**src/hbd_params.svh**
```systemverilog
// Register map, field positions, reset values and timing counts of the event unit
`ifndef HBD_PARAMS_SVH
`define HBD_PARAMS_SVH
`define HBD_OFF_EVENT    8'h00
`define HBD_OFF_MASK     8'h04
`define HBD_OFF_STATUS   8'h08
`define HBD_OFF_CTRL     8'h0C
`define HBD_OFF_MAXFRM   8'h10
`define HBD_OFF_MAXBUF   8'h14
`define HBD_EV_RXB       0
`define HBD_EV_TXB       1
`define HBD_EV_BSY       2
`define HBD_EV_RXF       3
`define HBD_EV_TXE       4
`define HBD_EV_IDL       5
`define HBD_EV_CD        6
`define HBD_EV_CTS       7
`define HBD_CTRL_MODEM   0
`define HBD_RST_EVENT    8'h00
`define HBD_RST_MASK     8'h00
`define HBD_RST_MAXFRM   16'h0100
`define HBD_RST_MAXBUF   16'h0080
`define HBD_RXF_EDGES    2'h2
`define HBD_ABORT_ONES   4'h7
`define HBD_IDLE_ONES    4'hF
`endif

```
**src/hbd_pkg.sv**
```systemverilog
// Types shared by the descriptor and event unit
package hbd_pkg;
  typedef struct packed {
    logic        first;
    logic        last;
    logic        lenViol;
    logic        misaligned;
    logic        aborted;
    logic        checkFail;
    logic        lostData;
    logic        carrierLost;
    logic [15:0] len;
  } hbd_rx_stat_t;
  typedef struct packed {
    logic        ready;
    logic        ext;
    logic        wrap;
    logic        intr;
    logic        last;
    logic        appendCheck;
    logic [15:0] len;
  } hbd_tx_desc_t;
  typedef struct packed {
    logic starved;
    logic grantLost;
  } hbd_tx_stat_t;
  typedef enum logic [1:0] {TX_IDLE, TX_FETCH, TX_CLOSING} hbd_tx_state_t;
endpackage

```
**src/hbd_event_unit.sv**
```systemverilog
// HDLC channel descriptor status/control handling and event register
// What this block does
// - Receive buffer event only when the descriptor interrupt bit is set.
// - Mark first buffer of a frame; mark last and write length at frame end.
// - Store at most max frame length bytes; report violation at close with true count.
// - Flag misaligned bit count; flag abort on seven consecutive ones in frame.
// - Report check fail, overrun; carrier loss only in modem interface mode.
// - Length written once at close; last holds total frame octets with check bytes.
// - Ready set by software; device clears it after sending or on error.
// - Fetch from internal memory when external bit is 0, else external.
// - After the wrap descriptor continue from the first; wrap within eight.
// - With interrupt bit set raise buffer or error event, else none.
// - Last buffer sends check sequence when append bit is 1, else flag.
// - Record underrun; record grant loss in the currently open descriptor.
// - Eight-bit event register with the documented bit order.
// - Events readable anytime, write one clears, reset to zero.
// - Interrupt request holds while any unmasked event remains.
// - Line change events on clear-to-send, carrier and idle level changes.
// - Frame received event no sooner than two receive clocks after close.
// - Transmit buffer event timing differs for last and other buffers.
// - No-buffer, transmit error and non-final receive buffer events.
//
// Added by the designer: the APB slave port and the address map.
`timescale 1ns/1ns
`include "hbd_params.svh"
module hbd_event_unit (
  input  wire logic                  clk,
  input  wire logic                  rst,
  input  wire logic                  ce,
  input  wire logic                  psel,
  input  wire logic                  penable,
  input  wire logic                  pwrite,
  input  wire logic [7:0]            paddr,
  input  wire logic [31:0]           pwdata,
  output logic      [31:0]           prdata,
  output logic                       pready,
  output logic                       pslverr,
  output logic                       irqReq,
  input  wire logic                  rclk,
  input  wire logic                  rxd,
  input  wire logic                  ctsN,
  input  wire logic                  cdN,
  input  wire logic                  rxStart,
  input  wire logic                  rxByte,
  input  wire logic                  rxClose,
  input  wire logic [2:0]            rxBitRem,
  input  wire logic                  rxCrcBad,
  input  wire logic                  rxOverrun,
  input  wire logic                  rxNoBuf,
  input  wire logic                  rxDescIntr,
  output logic                       rxStoreByte,
  output logic                       rxStatWr,
  output hbd_pkg::hbd_rx_stat_t      rxStat,
  input  hbd_pkg::hbd_tx_desc_t      txDesc,
  input  wire logic                  txFetchAck,
  input  wire logic                  txUnderrun,
  input  wire logic                  txFlag2ndLast,
  output logic                       txFetchReq,
  output logic                       txFetchExt,
  output logic                       txAppendCheck,
  output logic                       txDone,
  output hbd_pkg::hbd_tx_stat_t      txStat,
  output logic      [2:0]            txIdx
);
  logic [7:0]  evt;
  logic [7:0]  mask;
  logic        modemMode;
  logic [15:0] maxFrameLen;
  logic [15:0] maxRxBufLen;
  logic [7:0]  evPulse;
  logic        rxbPulse, rxfPulse, bsyPulse, txbPulse, txePulse;
  logic [7:0]  setv;
  logic [7:0]  evClr;
  logic [2:0]  rclkS;
  logic [2:0]  rxdS;
  logic [2:0]  ctsS;
  logic [2:0]  cdS;
  logic        rclkRise;
  logic [3:0]  onesCnt;
  logic        lineIdle;
  logic        lineIdleQ;
  logic        rxInFrame;
  logic        rxFirst;
  logic        rxLenViol;
  logic        rxLost;
  logic [15:0] rxFrameCnt;
  logic [15:0] rxBufCnt;
  logic        abortNow;
  logic        cdLostNow;
  logic        rxfPend;
  logic [1:0]  rxfEdges;
  hbd_pkg::hbd_tx_state_t txState;
  hbd_pkg::hbd_tx_desc_t  txCur;
  logic [15:0] txCnt;
  logic        ctsLostNow;
  logic        txErr;
  logic        apbWrite;

  // Link pins: two flops before use, third stage for edges
  always_ff @(posedge clk or posedge rst)
  begin
    if (rst)
    begin
      rclkS <= 3'h0;
      rxdS  <= 3'h7;
      ctsS  <= 3'h7;
      cdS   <= 3'h7;
    end
    else if (ce)
    begin
      rclkS <= {rclkS[1:0], rclk};
      rxdS  <= {rxdS[1:0], rxd};
      ctsS  <= {ctsS[1:0], ctsN};
      cdS   <= {cdS[1:0], cdN};
    end
  end
  assign rclkRise = rclkS[1] && !rclkS[2];

  // Run of ones on the receive line, counted per receive clock
  always_ff @(posedge clk or posedge rst)
  begin
    if (rst)
    begin
      onesCnt   <= 4'h0;
      lineIdleQ <= 1'b0;
    end
    else if (ce)
    begin
      lineIdleQ <= lineIdle;
      if (rclkRise)
        onesCnt <= !rxdS[1] ? 4'h0 : (onesCnt == `HBD_IDLE_ONES) ? onesCnt : onesCnt + 4'h1;
    end
  end
  assign lineIdle   = (onesCnt == `HBD_IDLE_ONES);
  // Seventh one arrives on this edge
  assign abortNow   = rxInFrame && rclkRise && rxdS[1] && (onesCnt == `HBD_ABORT_ONES - 4'h1);
  // Carrier is active low; loss only matters in modem mode
  assign cdLostNow  = rxInFrame && modemMode && cdS[1] && !cdS[2];

  // Receive descriptor status
  always_ff @(posedge clk or posedge rst)
  begin
    if (rst)
    begin
      rxInFrame   <= 1'b0;
      rxFirst     <= 1'b0;
      rxLenViol   <= 1'b0;
      rxLost      <= 1'b0;
      rxFrameCnt  <= 16'h0000;
      rxBufCnt    <= 16'h0000;
      rxStoreByte <= 1'b0;
      rxStatWr    <= 1'b0;
      rxStat      <= '0;
      rxfPend     <= 1'b0;
      rxfEdges    <= 2'h0;
      rxbPulse    <= 1'b0;
      rxfPulse    <= 1'b0;
      bsyPulse    <= 1'b0;
    end
    else if (ce)
    begin
      rxStoreByte <= 1'b0;
      rxStatWr    <= 1'b0;
      rxbPulse    <= 1'b0;
      rxfPulse    <= 1'b0;
      bsyPulse    <= rxNoBuf;
      if (rxfPend && rclkRise)
      begin
        rxfEdges <= rxfEdges + 2'h1;
        if (rxfEdges + 2'h1 == `HBD_RXF_EDGES)
        begin
          rxfPend <= 1'b0;
          rxfPulse <= 1'b1;
        end
      end
      if (rxStart)
      begin
        rxInFrame  <= 1'b1;
        rxFirst    <= 1'b1;
        rxLenViol  <= 1'b0;
        rxLost     <= 1'b0;
        rxFrameCnt <= 16'h0000;
        rxBufCnt   <= 16'h0000;
      end
      else if (rxInFrame && (cdLostNow || abortNow || rxClose))
      begin
        // Carrier loss outranks abort; abort skips check and alignment status
        rxInFrame          <= 1'b0;
        rxStatWr           <= 1'b1;
        rxStat.first       <= rxFirst;
        rxStat.last        <= 1'b1;
        rxStat.len         <= rxFrameCnt;
        rxStat.carrierLost <= cdLostNow;
        rxStat.aborted     <= !cdLostNow && abortNow;
        rxStat.lostData    <= rxLost || rxOverrun;
        rxStat.lenViol     <= !cdLostNow && !abortNow && rxLenViol;
        rxStat.misaligned  <= !cdLostNow && !abortNow && (rxBitRem != 3'h0);
        rxStat.checkFail   <= !cdLostNow && !abortNow && rxCrcBad;
        rxfPend            <= 1'b1;
        rxfEdges           <= 2'h0;
      end
      else if (rxInFrame)
      begin
        if (rxOverrun)
          rxLost <= 1'b1;
        if (rxByte)
        begin
          rxFrameCnt <= rxFrameCnt + 16'h0001;
          if (rxFrameCnt < maxFrameLen)
          begin
            rxStoreByte <= 1'b1;
            if (rxBufCnt + 16'h0001 == maxRxBufLen)
            begin
              // Buffer full mid-frame: close it as a non-final buffer
              rxBufCnt   <= 16'h0000;
              rxFirst    <= 1'b0;
              rxStatWr   <= 1'b1;
              rxStat     <= '0;
              rxStat.first <= rxFirst;
              rxStat.len <= rxBufCnt + 16'h0001;
              rxbPulse   <= rxDescIntr;
            end
            else
              rxBufCnt <= rxBufCnt + 16'h0001;
          end
          else
            rxLenViol <= 1'b1;
        end
      end
    end
  end

  // Transmit descriptor handling
  assign ctsLostNow = (txState != hbd_pkg::TX_IDLE) && ctsS[1] && !ctsS[2];
  assign txErr      = (txState != hbd_pkg::TX_IDLE) && (txUnderrun || ctsLostNow);
  assign txFetchReq = (txState == hbd_pkg::TX_FETCH);
  assign txFetchExt = txCur.ext;

  always_ff @(posedge clk or posedge rst)
  begin
    if (rst)
    begin
      txState       <= hbd_pkg::TX_IDLE;
      txCur         <= '0;
      txCnt         <= 16'h0000;
      txIdx         <= 3'h0;
      txDone        <= 1'b0;
      txStat        <= '0;
      txAppendCheck <= 1'b0;
      txbPulse      <= 1'b0;
      txePulse      <= 1'b0;
    end
    else if (ce)
    begin
      txDone   <= 1'b0;
      txbPulse <= 1'b0;
      txePulse <= 1'b0;
      if (txErr)
      begin
        // Ready is handed back on error; status lands in the open descriptor
        txState        <= hbd_pkg::TX_IDLE;
        txDone         <= 1'b1;
        txStat.starved   <= txUnderrun;
        txStat.grantLost <= ctsLostNow;
        txAppendCheck  <= 1'b0;
        txePulse       <= txCur.intr;
        txIdx          <= txCur.wrap ? 3'h0 : txIdx + 3'h1;
      end
      else
      begin
        unique case (txState)
          hbd_pkg::TX_IDLE:
          begin
            if (txDesc.ready)
            begin
              // Latched copy; length is only read, never written back
              txCur   <= txDesc;
              txCnt   <= 16'h0000;
              txState <= hbd_pkg::TX_FETCH;
            end
          end
          hbd_pkg::TX_FETCH:
          begin
            if (txFetchAck)
            begin
              txCnt <= txCnt + 16'h0001;
              if (txCnt + 16'h0001 >= txCur.len)
              begin
                if (txCur.last)
                begin
                  txAppendCheck <= txCur.appendCheck;
                  txState       <= hbd_pkg::TX_CLOSING;
                end
                else
                begin
                  // Non-final buffer is done once its last byte is queued
                  txState <= hbd_pkg::TX_IDLE;
                  txDone  <= 1'b1;
                  txStat  <= '0;
                  txbPulse <= txCur.intr;
                  txIdx   <= txCur.wrap ? 3'h0 : txIdx + 3'h1;
                end
              end
            end
          end
          hbd_pkg::TX_CLOSING:
          begin
            if (txFlag2ndLast)
            begin
              txState       <= hbd_pkg::TX_IDLE;
              txDone        <= 1'b1;
              txStat        <= '0;
              txAppendCheck <= 1'b0;
              txbPulse      <= txCur.intr;
              txIdx         <= txCur.wrap ? 3'h0 : txIdx + 3'h1;
            end
          end
        endcase
      end
    end
  end

  // Line level changes seen after synchronisation; one driver, in event register order
  assign evPulse = {ctsS[1] ^ ctsS[2], cdS[1] ^ cdS[2], lineIdle ^ lineIdleQ,
                    txePulse, rxfPulse, bsyPulse, txbPulse, rxbPulse};
  assign setv = evPulse;

  // APB slave, zero wait states
  assign pready   = 1'b1;
  assign apbWrite = psel && penable && pwrite;
  assign pslverr  = psel && penable && !(paddr == `HBD_OFF_EVENT || paddr == `HBD_OFF_MASK
                    || paddr == `HBD_OFF_STATUS || paddr == `HBD_OFF_CTRL
                    || paddr == `HBD_OFF_MAXFRM || paddr == `HBD_OFF_MAXBUF);
  assign evClr    = (apbWrite && paddr == `HBD_OFF_EVENT) ? pwdata[7:0] : 8'h00;

  always_ff @(posedge clk or posedge rst)
  begin
    if (rst)
      evt <= `HBD_RST_EVENT;
    else if (ce)
      evt <= (evt & ~evClr) | setv;
  end

  always_ff @(posedge clk or posedge rst)
  begin
    if (rst)
    begin
      mask        <= `HBD_RST_MASK;
      modemMode   <= 1'b0;
      maxFrameLen <= `HBD_RST_MAXFRM;
      maxRxBufLen <= `HBD_RST_MAXBUF;
    end
    else if (ce && apbWrite)
    begin
      if (paddr == `HBD_OFF_MASK)
        mask <= pwdata[7:0];
      if (paddr == `HBD_OFF_CTRL)
        modemMode <= pwdata[`HBD_CTRL_MODEM];
      if (paddr == `HBD_OFF_MAXFRM)
        maxFrameLen <= pwdata[15:0];
      if (paddr == `HBD_OFF_MAXBUF)
        maxRxBufLen <= pwdata[15:0];
    end
  end

  // Read data captured in the setup phase
  always_ff @(posedge clk or posedge rst)
  begin
    if (rst)
      prdata <= 32'h00000000;
    else if (ce && psel && !penable)
    begin
      unique case (paddr)
        `HBD_OFF_EVENT:  prdata <= {24'h000000, evt};
        `HBD_OFF_MASK:   prdata <= {24'h000000, mask};
        `HBD_OFF_STATUS: prdata <= {29'h00000000, lineIdle, cdS[1], ctsS[1]};
        `HBD_OFF_CTRL:   prdata <= {31'h00000000, modemMode};
        `HBD_OFF_MAXFRM: prdata <= {16'h0000, maxFrameLen};
        `HBD_OFF_MAXBUF: prdata <= {16'h0000, maxRxBufLen};
        default:         prdata <= 32'h00000000;
      endcase
    end
  end

  assign irqReq = |(evt & mask);
endmodule

```
**config.mk**
```make
export PLATFORM = sky130hd
export DESIGN_NAME = hbd_event_unit
export DESIGN_NICKNAME = d
export VERILOG_FILES = /design/src/hbd_pkg.sv /design/src/hbd_event_unit.sv
export VERILOG_INCLUDE_DIRS = /design/src
export SDC_FILE = /design/constraint.sdc
export NUM_CORES = 1
export LEC_CHECK = 0
export BUFFER_PORTS_ARGS = -buffer_cell sky130_fd_sc_hd__buf_2
export CAP_MARGIN = 10
export CORE_MARGIN = 2
export CORE_UTILIZATION = 35
export CTS_BUF_LIST = sky130_fd_sc_hd__clkbuf_8
export DETAILED_ROUTE_END_ITERATION = 6
export PLACE_DENSITY = 0.59
export SKIP_LAST_GASP = 1
export SLEW_MARGIN = 30
export SYNTH_ARGS = -nofsm -noshare
export SYNTH_HDL_FRONTEND = slang
export SYNTH_SLANG_ARGS = --single-unit
```
**constraint.sdc**
```tcl
create_clock -name clk -period 6.7 [get_ports clk]
set_input_delay 1.005 -clock clk [delete_from_list [all_inputs] [get_ports clk]]
set_output_delay 1.005 -clock clk [all_outputs]
set_load 0.01 [all_outputs]
```
Word-level counts from Yosys, hierarchy flattened
Index checks and enable logic that the tools add are counted.
{"block": "classes", "addsub": 6, "n_lt_le_gt_ge": 2, "eq_ne": 22, "muxes": 103, "n_bitwise": 9, "n_reduce_logical": 74}
{"operator": "two-way mux 16 bit", "n": 12}
{"operator": "two-way mux 24 bit", "n": 5}
{"operator": "one-hot mux 16 bit (6 select lines)", "n": 1}
{"operator": "two-way mux 1 bit", "n": 56}
{"operator": "adder 16 x 1 -> 16 bit (second input constant)", "n": 3}
{"operator": "one-hot mux 16 bit (2 select lines)", "n": 1}
{"operator": "two-way mux 2 bit", "n": 13}
{"operator": "logical AND 1 bit", "n": 24}
{"operator": "AND reduction 6 bit", "n": 4}
{"operator": "nonzero test 2 bit", "n": 12}
{"operator": "AND reduction 5 bit", "n": 4}
{"operator": "two-way mux 3 bit", "n": 6}
{"operator": "AND 8 bit", "n": 2}
{"operator": "equality test 16 bit", "n": 1}
{"operator": "equality test 8 x 4 -> 1 bit (second input constant)", "n": 2}
{"operator": "equality test 8 x 5 -> 1 bit (second input constant)", "n": 2}
{"operator": ">= comparator 16 bit", "n": 1}
{"operator": "< comparator 16 bit", "n": 1}
{"operator": "AND reduction 4 bit", "n": 3}
{"operator": "inequality test 2 bit (second input constant)", "n": 5}
{"operator": "AND reduction 2 bit", "n": 5}
{"operator": "logical OR 1 bit", "n": 9}
{"operator": "equality test 8 x 3 -> 1 bit (second input constant)", "n": 1}
{"operator": "logical NOT 8 bit", "n": 1}
{"operator": "other kinds (25)", "n": 42}
{"block": "word_totals", "ff_bits": 213, "inputBits": 85, "out_inout_bits": 70, "wordCells": 265}

Longest topological paths before layout
Gate-level depths: netlist of run 1.
{"block": "logic_depth", "word_depth": 10, "mapped_depth": 16, "depth_no_buf": 15}

Worst setup path before layout of run 1
OpenSTA, ideal clock, no wires.
{"block": "synth_timing", "kind": "register -> register", "from": "register txCnt[0]", "to": "register txIdx[2]", "setup_time_ps": 124, "t_arrival_ps": 3407, "path_slack_ps": 3169, "stages_incl_launch_ff": 16, "n_path_buf": 0, "period_less_slack_ps": 3531, "path_cell_list": "dfrtp_1 > ha_1 > inv_1 > nor3_1 > and3_1 > nand3_1 > or2_2 > xnor2_1 > ha_1 > a21oi_1 > nor2b_1 > o21ai_0 > o211ai_1 > o211ai_1 > nor4b_1 > a211o_1"}
{"block": "synth_between", "elab_chain_cells": 4}
{"element": "from (decl)", "line": "hbd_event_unit.sv:94", "rtl": "logic [15:0] txCnt;"}
{"element": "from (signal assigned)", "line": "hbd_event_unit.sv:286", "rtl": "txCnt <= txCnt + 16'h0001;"}
{"element": "adder 16 x 1 -> 16 bit", "line": "hbd_event_unit.sv:287", "rtl": "if (txCnt + 16'h0001 >= txCur.len)"}
{"element": ">= comparator 16 bit", "line": "hbd_event_unit.sv:287"}
{"element": "inequality test 3 x 1 -> 1 bit (no line)"}
{"element": "AND reduction 6 bit (no line)"}
{"element": "to (signal assigned)", "line": "hbd_event_unit.sv:267", "rtl": "txIdx <= txCur.wrap ? 3'h0 : txIdx + 3'h1;"}
{"element": "to (signal assigned)", "line": "hbd_event_unit.sv:301", "rtl": "txIdx <= txCur.wrap ? 3'h0 : txIdx + 3'h1;"}
{"element": "to (signal assigned)", "line": "hbd_event_unit.sv:315", "rtl": "txIdx <= txCur.wrap ? 3'h0 : txIdx + 3'h1;"}
{"element": "to (decl)", "line": "hbd_event_unit.sv:63", "rtl": "output logic [2:0] txIdx"}
No other way between the ends.
A chain may end at the register's enable or synchronous reset.

Worst setup path after layout of run 1
Ends and elaborated chain as after synthesis.

==> results of run 1 <==
-- cell type report --
| type | instances | area share, % |
|---|---|---|
| Sequential cell | 197 | 40.8 |
| Tap cell | 396 | 4.09 |
| Multi-Input combinational cell | 729 | 44.1 |
| Timing Repair Buffer | 127 | 5.43 |
| Clock inverter | 13 | 1.60 |
| Clock buffer | 19 | 2.16 |
| Inverter | 57 | 1.87 |
-- sequential cells by signal (all words and copies together), names as in the netlist, 3 cells and up --
signal and flops:
txCnt 16, rxFrameCnt 16, txIdx 3, rxBufCnt 16
onesCnt 4, maxRxBufLen 16, txCur 20, cdS 3
mask 8, ctsS 3, prdata 16, maxFrameLen 16
rxStat 24, evt 8, rclkS 3
-- cells by family (layout without fill, tap and decap cells) --
kind of cell               Yosys count  in the layout  share of synthesized area (%)
and+or+nand+nor                    297            297                           14.5
AOI/OAI and AO/OA                  228            228                           15.3
DFF                                197            197                           45.8
buffers and inverters              120            216                           5.43
muxes                               91             91                           9.46
xor gates and xnor gates            55             55                           4.60
adders and majority gates           41             41                           4.76
other                                2             17                         0.0697
-- metrics by stage --
stage	std cells	worst slack (ns)	hold slack, ns	power (W)
after floorplan	1046	0.343	0.463	0.00201
after global placement	1505	2.57	0.455	0.00219
after detailed placement	1505	2.55	0.462	0.00222
after CTS	1537	2.50	0.485	0.00311
after global routing	1538	2.05	0.509	0.00328
final	1538	2.55	0.477	0.00307
-- worst max-delay path by stage --
stage                                      end  slack, ns
final                     txIdx[2]$_DFFE_PP0P_       2.55
after global routing      txIdx[2]$_DFFE_PP0P_       2.05
after CTS                 txIdx[2]$_DFFE_PP0P_       2.50
after detailed placement  txIdx[2]$_DFFE_PP0P_       2.55
after global placement    txIdx[2]$_DFFE_PP0P_       2.57
after floorplan           bsyPulse$_DFFE_PP0P_       0.34
-- power by group --
| part | internal, W | leakage (nW) | switching (W) |
|---|---|---|---|
| Sequential | 0.00136 | 2.58 | 0.000136 |
| Clock | 0.000433 | 0.228 | 0.000450 |
| Combinational | 0.000308 | 2.84 | 0.000383 |
-- synth_stat cells, drive strengths merged (3+ instances only) --
cell     count
a211oi       5
nor3b        6
buf         35
mux2        77
o21ai       72
dfstp       10
xor2        27
a221oi       5
clkbuf      28
and3        16
nor4         7
mux2i       13
o221ai       4
nor3        17
o31ai       18
inv         57
ha          41
nand2b       7
or3          7
nand2      100
o41ai        3
nand4b       4
a21o         8
o2111ai      3
a21oi       25
o211ai       4
nor2b       21
dfrtp      187
nand3       29
and2         5
xnor2       27
o22ai        3
a22o        33
nand4       13
a22oi        9
a2bb2oi     14
nor2        56
-- critical path, stage by stage, from the launching register on --
cell	delay [ns]
dfrtp_1	0.48
ha_1	0.27
inv_1	0.06
nor3_1	0.33
and3_1	0.29
nand3_1	0.18
or2_2	0.35
xnor2_1	0.19
ha_1	0.28
a21oi_1	0.14
nor2b_1	0.06
o21ai_0	0.14
o211ai_1	0.20
o211ai_1	0.65
nor4b_1	0.13
a211o_1	0.29
-- layer usage --
layer	GRT usage (%)	part of all wire [%]	vias up
met2	27.5	49	176
met4	3.54	1.0	4
li1	-	-	3868
met1	21.8	45	3899
met3	4.58	5.5	22
met5	0	0.12	-
==> metrics.md, run 1 <==
| Metric | Value |
|---|---|
| Outcome | `completed` |
| Synth Flop Type | `dfrtp_1` |
| VDD IR max | `162 uV` |
| Maximum number of pins on one net before global-route repair | `128` |
| Row count | `64` |
| Yosys cell types | `85` |
| Multi-input gate area | `5350 um2` |
| Crit path launch type | `register` |
| Crit path max fanout | `10` |
| Port Buffers | `121` |
| CTS root buf | `clkbuf_8` |
| Worst R2R Start | `txCnt[0]$_DFFE_PP0P_` |
| Fin crit share | `62.0%` |
| Peak Freq | `0.241 GHz` |
| ANT nets after route | `0` |
| Vias in the first global route | `7818` |
| Commonest non-fill, non-tap cell in the layout | `dfrtp_1` |
| WL/cell | `17.0 um` |
| Hold EP | `prdata[13]$_DFFE_PP0P_` |
| Min Clock Period, post-route | `4.15 ns` |
| FF/Latch Area | `4940 um2` |
| CP arrival | `4.53 ns` |
| Required @ worst endpoint | `7.08 ns` |
| Cts hold-fix bufs | `0` |
| Dpl cell area | `11600 um2` |
| Cells after synthesis | `1031` |
| ANT cells | `0` |
| Slew @ Worst Pin | `0.860 ns` |
| Post-route cell area | `12100 um2` |
| Total die area | `32200 um2` |
| Part of the Yosys area used for sequential elements | `45.8%` |
| Synth Warn # | `0` |
| H-tree levels | `4` |
| Post-synth EDFFs | `0` |
| Reg clk slew, reported paths | `0.11 ns` |
| Layout cell share with drive strength beyond 1 | `25.4%` |
| First-pass GRT wire length | `43.0 mm` |
| Relative slew slack | `42.7%` |
| Die width | `180 um` |
| Clock latency on the worst-skew pair | `0.49 ns` |
| Core Footprint | `30400 um2` |
| Top cells by area, synth | `dfrtp_1 43%, mux2_2 8.0%, ha_1 4.8%` |
| PD cells | `253 nW/um2` |
| Leak | `5.65 nW` |
| Worst reg2reg setup slack | `2.55 ns` |
| Register-to-Register Path Depth | `15` |
| Setup total negative slack | `0 ns` |
| Number of max-cap violations | `0` |
| Post-CTS resize count | `0` |
| Layout area overhead | `12.5%` |
| RePlAce Congestion | `0.847` |
| Filler Cell Count | `3026` |
| WHS Path Cells | `2` |
| Postcts setup bufs | `0` |
| Setup crit start | `txCnt[0]$_DFFE_PP0P_` |
| Synth area leader | `dfrtp_1` |
| Crit path kind | `register to register` |
| Clock tree from TritonCTS | `built` |
| Syn Std Cell Area | `10800 um2` |
| Initial antenna violation count | `2` |
| FF+latch count, synth | `197` |
| First drt pass iteration count | `4` |
| # setup viols final | `0` |
| RSZ-0062 raised after global routing | `no` |
| Layout Utilization | `39.8%` |
| Hold Crit Class | `register to register` |
| Endpoints failing hold | `0` |
| Drt drc | `0` |
| Hold Startpoint | `prdata[13]$_DFFE_PP0P_` |
| CTS Buf Count | `17` |
| Clock skew | `0.0151 ns` |
| Total track usage | `16.6%` |
| CTS Sinks | `197` |
| Die height | `180 um` |
| Congestion Overflow GR | `0` |
| Max clock buf depth | `2` |
| Detailed Place HPWL | `19.3 mm` |
| # nets final | `1255` |
| Setup crit end kind | `register` |
| Top cell type's share of synthesized area | `43.4%` |
| Asr flop ratio synth | `100%` |
| DRT Wirelength | `26.1 mm` |
| Iter 0 DRT Violations | `417` |
| Mean Syn Cell Area | `10.5 um2` |
| IO Pins | `155` |
| Most frequent cells in the layout | `187 x dfrtp_1, 121 x buf_2, 98 x nand2_1` |
| Slew Limit Fails | `0` |
| Vias | `7969` |
| Starting density of the core | `35.4%` |
| Routed vias/inst | `5.18` |
| FF-to-FF End | `txIdx[2]$_DFFE_PP0P_` |
Note: power is estimated with default switching activity, not from simulation.
==> inputs of run 2 (changes only) <==
clock period = 3.55 ns   (was 6.7 ns; I/O delays follow)
==> run 2 against run 1 <==
Worst setup slack lost 2.3 ns. Worst hold slack lost 0.40 ns. Power grew 86%. Largest power group unchanged.
==> metrics.md, run 2 (synthesis gave the netlist of run 1 again) <==
| Metric | Value |
|---|---|
| IO Pins | `155 (unchanged)` |
| ANT nets after route | `0 (unchanged)` |
| CTS Buf Count | `17 (unchanged)` |
| # nets final | `1285 (was 1255)` |
| Most frequent cells in the layout | `187 x dfrtp_1, 121 x buf_2, 98 x nand2_1 (unchanged)` |
| CTS Sinks | `197 (unchanged)` |
| Clock skew | `0.0203 ns (was 0.0151 ns)` |
| Slew @ Worst Pin | `0.834 ns (was 0.860 ns)` |
| Layout Utilization | `40.5% (was 39.8%)` |
| Crit path launch type | `register (unchanged)` |
| Maximum number of pins on one net before global-route repair | `50 (was 128)` |
| Min Clock Period, post-route | `3.29 ns (was 4.15 ns)` |
| Setup crit end kind | `register (unchanged)` |
| CP arrival | `3.67 ns (was 4.53 ns)` |
| Leak | `5.78 nW (was 5.65 nW)` |
| Fin crit share | `92.7% (was 62.0%)` |
| RePlAce Congestion | `0.844 (was 0.847)` |
| Iter 0 DRT Violations | `441 (was 417)` |
| Filler Cell Count | `3000 (was 3026)` |
| First drt pass iteration count | `5 (was 4)` |
| FF-to-FF End | `txIdx[0]$_DFFE_PP0P_ (was txIdx[2]$_DFFE_PP0P_)` |
| Outcome | `completed (unchanged)` |
| Crit path kind | `register to register (unchanged)` |
| Drt drc | `0 (unchanged)` |
| Worst reg2reg setup slack | `0.26 ns (was 2.55 ns)` |
| WL/cell | `17.0 um (about the same)` |
| PD cells | `462 nW/um2 (was 253 nW/um2)` |
| ANT cells | `0 (unchanged)` |
| Starting density of the core | `35.4% (unchanged)` |
| Reg clk slew, reported paths | `0.11 ns (about the same)` |
| Setup total negative slack | `0 ns (unchanged)` |
| Total die area | `32200 um2 (unchanged)` |
| Max clock buf depth | `2 (unchanged)` |
| Peak Freq | `0.304 GHz (was 0.241 GHz)` |
| Pwr Total | `0.00570 W (was 0.00307 W)` |
| Max FFs per register | `24 (unchanged)` |
| Hold Crit Class | `input port to asynchronous set/reset pin (was register to register)` |
| Clock latency on the worst-skew pair | `0.49 ns (about the same)` |
| Detailed Place HPWL | `19.9 mm (was 19.3 mm)` |
| First-pass GRT wire length | `43.2 mm (was 43.0 mm)` |
| Row count | `64 (unchanged)` |
| Crit path max fanout | `9 (was 10)` |
| Initial antenna violation count | `2 (unchanged)` |
| Clock tree from TritonCTS | `built (unchanged)` |
| Endpoints failing hold | `0 (unchanged)` |
| Cts hold-fix bufs | `0 (unchanged)` |
| Total track usage | `16.7% (was 16.6%)` |
| Vias in the first global route | `7962 (was 7818)` |
| Slowest cell on the critical path | `dfrtp_1 (was o211ai_1)` |
| RSZ-0062 raised after global routing | `no (unchanged)` |
| Inst Count DP | `1530 (was 1505)` |
| Slew Limit Fails | `0 (unchanged)` |
| Layout cell share with drive strength beyond 1 | `27.5% (was 25.4%)` |
| CP cell instances | `nand4_1 > nor2_2 > and3_2 > and3_1 > nand3_1 > xnor2_2 > ha_1 > a21o_1 > a21oi_1 > nor2b_1 > o21ai_0 > o211ai_1 > o211ai_1 > buf_4 > nor3_1 > a21o_1 (was ha_1 > inv_1 > nor3_1 > and3_1 > nand3_1 > or2_2 > xnor2_1 > ha_1 > a21oi_1 > nor2b_1 > o21ai_0 > o211ai_1 > o211ai_1 > nor4b_1 > a211o_1)` |
| VDD IR max | `327 uV (was 162 uV)` |
| Register-to-Register Path Depth | `16 (was 15)` |
| Vias | `8052 (was 7969)` |
| Layout area overhead | `14.4% (was 12.5%)` |
| Biggest regs | `rxStat (24), txCur (20) (unchanged)` |
| Number of max-cap violations | `0 (unchanged)` |
| Max stage delay on crit path | `0.40 ns (was 0.65 ns)` |
| Congestion Overflow GR | `0 (unchanged)` |
| Port Buffers | `121 (unchanged)` |
| Relative slew slack | `44.4% (was 42.7%)` |
| CTS root buf | `clkbuf_8 (unchanged)` |
| Commonest non-fill, non-tap cell in the layout | `dfrtp_1 (unchanged)` |
| Worst R2R Start | `txCnt[3]$_DFFE_PP0P_ (was txCnt[0]$_DFFE_PP0P_)` |
| Routed vias/inst | `5.14 (was 5.18)` |
| Reg with most FFs | `rxStat (unchanged)` |
| H-tree levels | `4 (unchanged)` |
| Post-route insts no fill | `1568 (was 1538)` |
| Die width | `180 um (unchanged)` |
| # setup viols final | `0 (unchanged)` |
| Required @ worst endpoint | `3.93 ns (was 7.08 ns)` |
| Core Footprint | `30400 um2 (unchanged)` |
| DRT Wirelength | `26.6 mm (was 26.1 mm)` |
| Die height | `180 um (unchanged)` |
run 2: cell types whose count changed in the layout (fill, tap and decap cells not counted), sizes merged:
| cell | change |
|---|---|
| inv | +2 |
| clkinvlp | +2 |
| bufinv | -3 |
| buf | +30 |
| clkbuf | -1 |
run 2: worst max path at each step:
stage,startpoint,endpoint,slack (ns),depth (start not counted)
finish,txCnt[3]$_DFFE_PP0P_,txIdx[0]$_DFFE_PP0P_,0.26,16
floorplan,txCnt[0]$_DFFE_PP0P_,txIdx[2]$_DFFE_PP0P_,0.02,15
global placement,txCnt[1]$_DFFE_PP0P_,txState[0]$_DFFE_PP0P_,0.16,16
CTS,txCnt[1]$_DFFE_PP0P_,txState[0]$_DFFE_PP0P_,0.07,16
global route,txCnt[3]$_DFFE_PP0P_,txState[1]$_DFFE_PP0P_,0.03,17
detailed placement,txCnt[1]$_DFFE_PP0P_,txState[0]$_DFFE_PP0P_,0.13,16
run 2: through the flow:
step / instance area (um2) / hold WS, ns / setup WS [ns]
after global placement: 11800 / 0.455 / 0.158
after floorplan: 10800 / 0.463 / 0.0187
after detailed placement: 11800 / 0.465 / 0.134
final: 12300 / 0.0819 / 0.261
after global routing: 12300 / 0.0772 / 0.0250
after CTS: 12200 / 0.227 / 0.0734
run 2: critical path, delay by kind of cell, from the launching register on:
family                   cells  cell delay, ns
XOR/XNOR                     1            0.17
buffers and inverters        1            0.21
AND/OR/NAND/NOR              7            1.08
flip-flops                   1            0.40
AO/OA/AOI/OAI                6            1.05
adder cells (fa/ha/maj)      1            0.30
run 2: repair_timing:
action / 4_1_cts / 5_1_grt
buffers inserted: 0 / 5
resized for setup: 0 / 9
setup endpoints to repair: 0 / 10
run 2: final cells by class:
type	instances	area (um2)	area share [%]
well taps	396	495	4.02
repair buffers	157	933	7.57
clock buffers	18	248	2.01
flip-flops and latches	197	4940	40.1
inverters	57	218	1.77
multi-input cells	729	5350	43.4
clock inverters	14	145	1.18
run 2: where the power goes:
part / internal (W) / total (W) / switching, W
registers: 0.00256 / 0.00279 / 0.000234
logic: 0.000654 / 0.00143 / 0.000772
clock network: 0.000598 / 0.00148 / 0.000878
run 2: metal layers:
metal  vias to the layer above  part of all wire (%)  routed length [um]  global-route usage [%]
li1                       3922                     -                   -                       -
met1                      3947                    45               12100                    22.2
met2                       154                    48               12800                    27.5
met3                        25                   4.6                1210                    3.59
met4                         4                   1.7                 459                    4.49
met5                         -                 0.094                  25                       0
